`src/shared/drb_pkg.sv`:
```
// Purpose: shared constants and types of the read burst path
// Assumes: 32-bit register port, x16 data, 8 banks
// Notes:   offsets are byte addresses on the register port
`default_nettype none
package drb_pkg;
    localparam int          DATA_W      = 16;
    localparam int          ADDR_W      = 8;
    localparam int          RING_AW     = 6;
    localparam int          RING_DEPTH  = 64;
    localparam int          SYNC_W      = 8;

    // register offsets
    localparam logic [7:0]  REG_MODE    = 8'h00;
    localparam logic [7:0]  REG_LAT     = 8'h04;
    localparam logic [7:0]  REG_BANK    = 8'h08;
    localparam logic [7:0]  REG_STATUS  = 8'h0C;
    localparam logic [7:0]  REG_COUNT   = 8'h10;

    // field positions
    localparam int          MODE_BL_LSB = 0;
    localparam int          MODE_PRE2   = 2;
    localparam int          LAT_CL_LSB  = 0;
    localparam int          LAT_AL_LSB  = 8;
    localparam int          ST_LOCK     = 0;
    localparam int          ST_BUSY     = 1;
    localparam int          ST_REFUSE   = 2;
    localparam int          ST_UNDER    = 3;

    // burst field encodings
    localparam logic [1:0]  BL_FIX8     = 2'h0;
    localparam logic [1:0]  BL_OTF      = 2'h1;
    localparam logic [1:0]  BL_FIX4     = 2'h2;

    // reset values
    localparam logic [1:0]  BL_RST      = 2'h0;
    localparam logic        PRE2_RST    = 1'h0;
    localparam logic [5:0]  CL_RST      = 6'h0B;
    localparam logic [5:0]  AL_RST      = 6'h00;
    localparam logic [7:0]  BANK_RST    = 8'h00;

    // beats per burst, half clock periods
    localparam logic [3:0]  BEATS_BL8   = 4'h8;
    localparam logic [3:0]  BEATS_BC4   = 4'h4;

    typedef struct packed {
        logic       valid;
        logic       chop;
        logic       autopre;
        logic [2:0] bank;
    } drb_slot_t;

    typedef enum logic [1:0] {
        DRV_IDLE,
        DRV_PRE,
        DRV_DATA,
        DRV_POST
    } drb_drv_t;
endpackage : drb_pkg
`default_nettype wire

```
`src/rtl/drb_pin_sync.sv`:
```
// Purpose: two-flop synchroniser for pins from outside core_clk
// Assumes: bits are independent levels
// Notes:   first stage feeds only the second
`default_nettype none
module drb_pin_sync #(
    parameter int                W       = 8,
    parameter logic [W-1:0]      RST_VAL = '0
) (
    input  wire logic            core_clk,
    input  wire logic            rstn,
    input  wire logic [W-1:0]    pin_in,
    output logic      [W-1:0]    pin_sync
);
    logic [W-1:0] stage1;

    always_ff @(posedge core_clk) begin
        if (!rstn) begin
            stage1   <= RST_VAL;
            pin_sync <= RST_VAL;
        end else begin
            stage1   <= pin_in;
            pin_sync <= stage1;
        end
    end
endmodule : drb_pin_sync
`default_nettype wire

```
`src/rtl/drb_beat_fifo.sv`:
```
// Purpose: two-entry buffer for read data beats
// Assumes: single clock, push and pop may coincide
// Notes:   in_ready is a flop so back-pressure reaches the source cleanly
`default_nettype none
module drb_beat_fifo #(
    parameter int              W = 16
) (
    input  wire logic          core_clk,
    input  wire logic          rstn,
    input  wire logic          in_valid,
    output logic               in_ready,
    input  wire logic [W-1:0]  in_data,
    output logic               out_valid,
    input  wire logic          out_ready,
    output logic      [W-1:0]  out_data
);
    logic [W-1:0] mem [0:1];
    logic         wr_ptr;
    logic         rd_ptr;
    logic [1:0]   count;

    wire          push       = in_valid & in_ready;
    wire          pop        = out_valid & out_ready;
    wire [1:0]    next_count = 2'(count + {1'b0, push} - {1'b0, pop});

    assign out_valid = (count != 2'h0);
    assign out_data  = mem[rd_ptr];

    always_ff @(posedge core_clk) begin
        if (!rstn) begin
            wr_ptr   <= 1'b0;
            rd_ptr   <= 1'b0;
            count    <= 2'h0;
            in_ready <= 1'b1;
        end else begin
            if (push) begin
                mem[wr_ptr] <= in_data;
                wr_ptr      <= ~wr_ptr;
            end
            if (pop) begin
                rd_ptr <= ~rd_ptr;
            end
            count    <= next_count;
            in_ready <= (next_count != 2'h2);
        end
    end
endmodule : drb_beat_fifo
`default_nettype wire

```
`src/rtl/drb_read_path.sv`:
```
// Purpose: read burst path of a x16 DRAM, seen from the memory side
// Assumes: controller clock pin ck is sampled by core_clk (much faster)
// Notes:   one data beat per ck edge; data supplied through a beat stream
`default_nettype none
// Notes on behaviour
// - Reads run as fixed eight-beat, fixed chop-four, or length chosen per command.
// - In per-command mode address bit 12 low gives chop-four and high gives eight beats.
// - A read with address bit 10 low leaves the bank open after the burst.
// - A read with address bit 10 high precharges the bank once the burst completes.
// - Eight beats come from burst field 00 or 11, or field 01 with bit 12 high.
// - Chop-four comes from burst field 10, or field 01 with bit 12 low.
// - Data pins are released at the ck rise RL+4 after an eight-beat read and RL+2 after chop-four.
// - Strobe and data timing only hold with the DLL locked, so reads are refused otherwise.
// - The read strobe preamble is one or two ck cycles, chosen by a mode bit.
// - The read strobe postamble is half a ck cycle whatever the preamble length.
module drb_read_path (
    input  wire logic        core_clk,
    input  wire logic        rstn,
    // register port
    input  wire logic [7:0]  reg_addr,
    input  wire logic [31:0] reg_wdata,
    input  wire logic        reg_wr,
    input  wire logic        reg_rd,
    output logic      [31:0] reg_rdata,
    // controller pins
    input  wire logic        ck,
    input  wire logic        rd_cmd_n,
    input  wire logic        addr_a10,
    input  wire logic        addr_a12,
    input  wire logic [2:0]  bank_addr,
    input  wire logic        dll_locked,
    input  wire logic [15:0] dq_in,
    output logic      [15:0] dq_out,
    output logic             dq_oe_n,
    input  wire logic        dqs_in,
    output logic             dqs_out,
    output logic             dqs_oe_n,
    // read data source
    input  wire logic        beat_valid,
    output logic             beat_ready,
    input  wire logic [15:0] beat_data
);
    // synchronised pins
    logic [drb_pkg::SYNC_W-1:0] pins_s;
    logic                       ck_d;

    drb_pin_sync #(
        .W       (drb_pkg::SYNC_W),
        .RST_VAL (8'h02)
    ) u_sync (
        .core_clk (core_clk),
        .rstn     (rstn),
        .pin_in   ({dll_locked, bank_addr, addr_a12, addr_a10, rd_cmd_n, ck}),
        .pin_sync (pins_s)
    );

    wire       ck_s    = pins_s[0];
    wire       rd_n_s  = pins_s[1];
    wire       a10_s   = pins_s[2];
    wire       a12_s   = pins_s[3];
    wire [2:0] bank_s  = pins_s[6:4];
    wire       lock_s  = pins_s[7];
    wire       ck_rise = ck_s & ~ck_d;
    wire       ck_fall = ~ck_s & ck_d;

    // beat buffer
    logic        buf_valid;
    logic        buf_pop;
    logic [15:0] buf_data;

    drb_beat_fifo #(
        .W (drb_pkg::DATA_W)
    ) u_fifo (
        .core_clk  (core_clk),
        .rstn      (rstn),
        .in_valid  (beat_valid),
        .in_ready  (beat_ready),
        .in_data   (beat_data),
        .out_valid (buf_valid),
        .out_ready (buf_pop),
        .out_data  (buf_data)
    );

    function automatic logic [5:0] ring_add(input logic [5:0] a, input logic [5:0] b);
        return 6'(a + b);
    endfunction : ring_add

    function automatic logic chop_sel(input logic [1:0] field, input logic a12);
        return (field == drb_pkg::BL_FIX4) || ((field == drb_pkg::BL_OTF) && !a12);
    endfunction : chop_sel

    // registers
    logic [1:0]  bl_field;
    logic        pre2;
    logic [5:0]  cas_lat;
    logic [5:0]  add_lat;
    logic [7:0]  bank_open;
    logic        refused;
    logic        underrun;
    logic [15:0] served;

    // schedule ring, one slot per ck cycle
    drb_pkg::drb_slot_t ring [0:drb_pkg::RING_DEPTH-1];
    logic [5:0]  tick;

    // driver state
    drb_pkg::drb_drv_t state;
    logic [3:0]  beats_left;
    logic        cur_ap;
    logic [2:0]  cur_bank;

    wire         hit_mode   = (reg_addr == drb_pkg::REG_MODE);
    wire         hit_lat    = (reg_addr == drb_pkg::REG_LAT);
    wire         hit_bank   = (reg_addr == drb_pkg::REG_BANK);
    wire         hit_status = (reg_addr == drb_pkg::REG_STATUS);
    wire         hit_count  = (reg_addr == drb_pkg::REG_COUNT);

    wire [5:0]   read_lat   = ring_add(add_lat, cas_lat);
    wire         cmd_seen   = ck_rise & ~rd_n_s;
    wire         cmd_take   = cmd_seen & lock_s;
    wire         cmd_refuse = cmd_seen & ~lock_s;
    wire [5:0]   due_idx    = ring_add(tick, read_lat);

    drb_pkg::drb_slot_t new_slot;
    assign new_slot.valid   = 1'b1;
    assign new_slot.chop    = chop_sel(bl_field, a12_s);
    assign new_slot.autopre = a10_s;
    assign new_slot.bank    = bank_s;

    drb_pkg::drb_slot_t cur_slot;
    drb_pkg::drb_slot_t look1;
    drb_pkg::drb_slot_t look2;
    assign cur_slot = ring[tick];
    assign look1    = ring[ring_add(tick, 6'h01)];
    assign look2    = ring[ring_add(tick, 6'h02)];

    wire  mid_burst  = (state == drb_pkg::DRV_DATA);
    wire  start      = ck_rise & ~mid_burst & cur_slot.valid;
    wire  need_pre   = look1.valid | (pre2 & look2.valid);
    wire  finishing  = ck_rise & (state == drb_pkg::DRV_POST);
    wire  rise_beat  = ck_rise & (start | mid_burst);
    wire  fall_beat  = ck_fall & mid_burst;
    wire  beat       = rise_beat | fall_beat;
    wire  [7:0] clear_mask = (finishing & cur_ap) ? (8'h01 << cur_bank) : 8'h00;
    wire  [3:0] burst_len  = cur_slot.chop ? drb_pkg::BEATS_BC4 : drb_pkg::BEATS_BL8;

    assign buf_pop = beat & buf_valid;

    wire  clr_refuse = reg_wr & hit_status & reg_wdata[drb_pkg::ST_REFUSE];
    wire  clr_under  = reg_wr & hit_status & reg_wdata[drb_pkg::ST_UNDER];

    wire [31:0] status_word = {28'h0000000, underrun, refused,
                               (state != drb_pkg::DRV_IDLE), lock_s};
    wire [31:0] read_mux =
        hit_mode   ? {29'h0, pre2, bl_field} :
        hit_lat    ? {18'h0, add_lat, 2'h0, cas_lat} :
        hit_bank   ? {24'h0, bank_open} :
        hit_status ? status_word :
        hit_count  ? {16'h0, served} : 32'h0000_0000;

    // register port
    always_ff @(posedge core_clk) begin
        if (!rstn) begin
            bl_field <= drb_pkg::BL_RST;
            pre2     <= drb_pkg::PRE2_RST;
            cas_lat  <= drb_pkg::CL_RST;
            add_lat  <= drb_pkg::AL_RST;
            reg_rdata <= 32'h0000_0000;
        end else begin
            if (reg_wr && hit_mode) begin
                bl_field <= reg_wdata[drb_pkg::MODE_BL_LSB +: 2];
                pre2     <= reg_wdata[drb_pkg::MODE_PRE2];
            end
            if (reg_wr && hit_lat) begin
                cas_lat <= reg_wdata[drb_pkg::LAT_CL_LSB +: 6];
                add_lat <= reg_wdata[drb_pkg::LAT_AL_LSB +: 6];
            end
            reg_rdata <= reg_rd ? read_mux : 32'h0000_0000;
        end
    end

    // bank state and sticky flags, hardware set wins over clear
    always_ff @(posedge core_clk) begin
        if (!rstn) begin
            bank_open <= drb_pkg::BANK_RST;
            refused   <= 1'b0;
            underrun  <= 1'b0;
            served    <= 16'h0000;
        end else begin
            bank_open <= ((reg_wr && hit_bank) ? reg_wdata[7:0] : bank_open) & ~clear_mask;
            refused   <= cmd_refuse | (refused & ~clr_refuse);
            underrun  <= (beat & ~buf_valid) | (underrun & ~clr_under);
            if (finishing) begin
                served <= 16'(served + 16'h0001);
            end
        end
    end

    // edge detector and schedule ring
    always_ff @(posedge core_clk) begin
        if (!rstn) begin
            ck_d <= 1'b0;
            tick <= 6'h00;
            for (int i = 0; i < drb_pkg::RING_DEPTH; i++) begin
                ring[i] <= '0;
            end
        end else begin
            ck_d <= ck_s;
            if (ck_rise) begin
                ring[tick] <= '0;
                tick       <= ring_add(tick, 6'h01);
            end
            if (cmd_take) begin
                ring[due_idx] <= new_slot;
            end
        end
    end

    // strobe and data driver
    always_ff @(posedge core_clk) begin
        if (!rstn) begin
            state      <= drb_pkg::DRV_IDLE;
            beats_left <= 4'h0;
            cur_ap     <= 1'b0;
            cur_bank   <= 3'h0;
            dq_out     <= 16'h0000;
            dq_oe_n    <= 1'b1;
            dqs_out    <= 1'b0;
            dqs_oe_n   <= 1'b1;
        end else begin
            if (beat && buf_valid) begin
                dq_out <= buf_data;
            end
            if (ck_rise) begin
                if (mid_burst) begin
                    dqs_out    <= 1'b1;
                    beats_left <= 4'(beats_left - 4'h1);
                end else if (cur_slot.valid) begin
                    state      <= drb_pkg::DRV_DATA;
                    beats_left <= 4'(burst_len - 4'h1);
                    cur_ap     <= cur_slot.autopre;
                    cur_bank   <= cur_slot.bank;
                    dqs_out    <= 1'b1;
                    dqs_oe_n   <= 1'b0;
                    dq_oe_n    <= 1'b0;
                end else if (need_pre) begin
                    state    <= drb_pkg::DRV_PRE;
                    dqs_out  <= 1'b0;
                    dqs_oe_n <= 1'b0;
                    dq_oe_n  <= 1'b1;
                end else begin
                    state    <= drb_pkg::DRV_IDLE;
                    dqs_out  <= 1'b0;
                    dqs_oe_n <= 1'b1;
                    dq_oe_n  <= 1'b1;
                end
            end else if (fall_beat) begin
                dqs_out    <= 1'b0;
                beats_left <= 4'(beats_left - 4'h1);
                if (beats_left == 4'h1) begin
                    state <= drb_pkg::DRV_POST;
                end
            end
        end
    end
endmodule : drb_read_path
`default_nettype wire

```
`config.mk`:
```
export PLATFORM = sky130hd
export DESIGN_NAME = drb_read_path
export DESIGN_NICKNAME = d
export VERILOG_FILES = /design/src/shared/drb_pkg.sv /design/src/rtl/drb_pin_sync.sv /design/src/rtl/drb_beat_fifo.sv /design/src/rtl/drb_read_path.sv
export SDC_FILE = /design/constraint.sdc
export NUM_CORES = 1
export LEC_CHECK = 0
export ABC_AREA = 1
export BUFFER_PORTS_ARGS = -buffer_cell sky130_fd_sc_hd__buf_2
export CORE_UTILIZATION = 30
export DETAILED_ROUTE_END_ITERATION = 16
export PLACE_DENSITY = 0.56
export SETUP_SLACK_MARGIN = 0.2
export SLEW_MARGIN = 15
export SYNTH_ARGS = -nofsm -noshare
export SYNTH_HDL_FRONTEND = slang
export SYNTH_SLANG_ARGS = --single-unit
```
`constraint.sdc`:
```
create_clock -name core_clk -period 9.06 [get_ports core_clk]
set_input_delay 1.812 -clock core_clk [delete_from_list [all_inputs] [get_ports core_clk]]
set_output_delay 1.812 -clock core_clk [all_outputs]
set_load 0.01 [all_outputs]
```
==> run summary <==
Yosys reg bits = 536
pre-CTS WS = 3.43 ns
ANT cells = 0
Post-Place Cell Area = 26,700 sq um
Layout area overhead = 13.4%
Filler cells = 8,746
starting density of the core = 30.2%
largest net degree at the start of global routing = 157
Mapped Area = 25,300 sq um
CP cell instances = buf_4, nand2_1, nor2_1, clkinv_1, nor3_1, nand2_1, nor2_1, buf_4, nand2_1, nand2_1
HP Class = reg -> reg
measured slew at the worst slew-check pin = 1.24 ns
vias in the first global route = 19,900
post-CTS sizing = 0
multi-input logic area = 9530 sq um
Syn Area/Cell = 8.33 sq um
Critical Path RT = 9.36 ns
Final HPWL DP = 49,400 microns
Worst setup EP type = register
Sequential Area = 14,300 sq um
Worst path slowest cell = nor2_1
Cells after Synth = 3,033
die area = 85,400 sq um
Sink Count = 536
VDD IR-drop max = 159 uV
antenna violations before repair = 0
WP buf/inv = 3
Final Net Count = 3,162
FP Rows = 106
CTS tree = yes
Static Leakage = 11.2 nW
Die Wd = 292 microns
combinational share of power = 8.1%
Top Ports = 138
# setup viols final = 0
CP Class = in -> reg
clk_lat worst skew = 0.63 ns
first-pass GRT wire length = 118,000 microns
routed vias/inst = 4.97
Slew Limit Fails = 0
CTS Buf Count = 56
routed wire length = 76,900 microns
delay-heaviest family, CP = simple AND/OR/NAND/NOR gates
wire length per cell = 18.4 microns
Clock Tree Buf Depth = 3
dpl cells = 4,078
# H-tree levels = 2
GRT overflow = 0
Max Clk Rate = 198 MHz
input/output buffers = 86
Vias = 20,800
RSZ-0062 raised after global routing = false
CTS clk-pin slew, worst paths = 0.06 ns
CP most frequent cell = nand2_1
die height = 292 microns
Reg power frac = 48.3%
Sw Share = 24.7%
Post-DRT Antenna Nets = 0
critical path arrival = 5.34 ns
core area = 83,600 sq um
DR iter-0 viols = 1,950
post-layout minimum cycle time = 5.05 ns
Total Routing Usage GR = 17.8%
Finished Layout Cells = 4,183
register area share after synthesis = 56.4%
Synth cell types = 40
Switch Pwr = 1.38 mW
Final Wtd Congestion = 0.936
critical path peak fanout = 59
design area = 28,700 sq um
layout cells sized above 1 = 8.19%
Yosys Warn Count = 0
CP Launch Type = input port
Hold Fails Final Rpt = 0
setup TNS = 0 ns
Int Pwr = 4.21 mW
remaining routing DRC violations = 0
CTS Root Cell = clkbuf_16
clk_skew = 0.0279 ns
clock power share = 43.6%
Max Cap Violations = 0
status = complete, no violations
Final WS setup = 4.01 ns
Slew headroom = 16.4%
hold buffer count at cts = 0
Final Cycle Share = 55.7%
Crit path largest cell delay = 0.85 ns
setup repair bufs after CTS = 0
PwrDens = 195 nW/um^2
TritonRoute pass-1 iters = 7
==> flip-flops by register name (all words and copies together), names as in the netlist, 3 cells and up, named ones only <==
register         flops
u_sync.stage1        8
dq_out              16
u_sync.pin_sync      8
tick                 6
beats_left           4
bank_open            8
served              16
add_lat              6
cas_lat              6
reg_rdata           16
cur_bank             3
u_fifo.mem          32
ring               384
==> worst paths after layout <==
kind	start	end	slack, ns	cells past startpoint
setup / recovery	rstn	ring[16][4]	4.01	10
hold / removal	u_sync.stage1[1]	u_sync.pin_sync[1]	0.41	1
setup reg to reg	tick[1]	ring[26][2]	4.51	11
hold reg to reg	u_sync.stage1[1]	u_sync.pin_sync[1]	0.41	1
==> cells by family (layout without fill, tap and decap cells) <==
kind of cell / count (synthesis) / count (layout) / share of synthesized area, %
other cells: 1 / 16 / 0.0148
simple gates: 1677 / 1677 / 27.2
flops: 536 / 536 / 56.4
buf+inv: 396 / 451 / 6.32
xor+xnor: 16 / 16 / 0.703
compound gates: 387 / 387 / 8.24
fa+ha+maj: 20 / 20 / 1.17
==> Yosys cell counts <==
cell	instances	area, sq um
nand2_1	812	3050
nor2_1	473	1780
edfxtp_1	352	10600
nand3_1	344	1720
inv_1	206	773
o21ai_0	201	1010
dfxtp_1	184	3680
clkbuf_1	120	450
a21oi_1	119	596
nor3_1	35	175
o211ai_1	33	248
buf_2	28	140
buf_4	18	135
o22ai_1	18	113
ha_1	14	175
buf_1	13	48.8
xor2_1	9	78.8
fa_1	6	120
a211oi_1	5	37.5
clkinv_1	5	18.8
inv_2	5	18.8
nor3_4	5	81.3
xnor2_2	3	48.8
a31oi_1	2	12.5
nand4_1	2	12.5
nor3_2	2	20.0
o221ai_1	2	17.5
o31ai_1	2	15.0
or2_2	2	12.5
xnor2_1	2	17.5
xor2_2	2	32.5
a221oi_1	1	8.76
a22o_1	1	8.76
a32oi_1	1	8.76
buf_6	1	11.3
conb_1	1	3.75
nand3_2	1	10.0
nand3b_1	1	7.51
o21a_1	1	7.51
o21ai_1	1	5.00
==> layout make-up <==
class | instances | share of cell area, %
sequential | 536 | 49.8
clock inverter | 34 | 1.35
inverter | 216 | 2.87
clock buffer | 71 | 5.34
timing repair buffer | 130 | 2.71
tap | 1080 | 4.72
multi-input combinational | 2116 | 33.3
==> metal layers <==
layer	GRT usage, %	vias up	share of wire, %
met4	6.42	0	3.4
li1	-	10100	-
met2	29.3	766	46
met3	2.78	150	7.1
met5	0	-	0
met1	23.6	9816	43
==> power groups by stage <==
stage          clock, mW  combinational (mW)  sequential [mW]
2_1_floorplan          0               0.300             2.74
3_3_place_gp           0               0.446             2.75
3_5_place_dp           0               0.448             2.75
4_1_cts             2.48               0.450             2.70
5_1_grt             2.57               0.499             2.71
6_report            2.44               0.451             2.70
==> placed cells by master, fill, tap and decap left out, types with 3 or more instances in the layout <==
cell type,Yosys,routed
edfxtp_1,352,352
clkbuf_1,120,9
buf_4,18,44
fa_1,6,6
nor3_1,35,28
inv_1,206,203
conb_1,1,16
nand2_1,812,812
xnor2_2,3,3
nand3_1,344,344
clkbuf_16,0,57
a211oi_1,5,5
clkinv_1,5,13
bufinv_16,0,8
ha_1,14,14
clkinv_2,0,16
o211ai_1,33,33
nor3_2,2,9
o21ai_0,201,200
nor3_4,5,5
nor2_1,473,472
a21oi_1,119,118
o22ai_1,18,18
dfxtp_1,184,180
xor2_1,9,9
clkbuf_8,0,5
inv_2,5,4
buf_2,28,85
==> per-stage QoR <==
stage | hold WS [ns] | util [%] | total power [mW]
floorplan | 0.390 | - | 3.04
global placement | 0.399 | 32.0 | 3.20
detailed placement | 0.400 | 32.0 | 3.20
CTS | 0.415 | 34.3 | 5.63
global route | 0.423 | 34.3 | 5.77
finish | 0.411 | 34.3 | 5.59
Note: power is estimated with default switching activity, not from simulation.
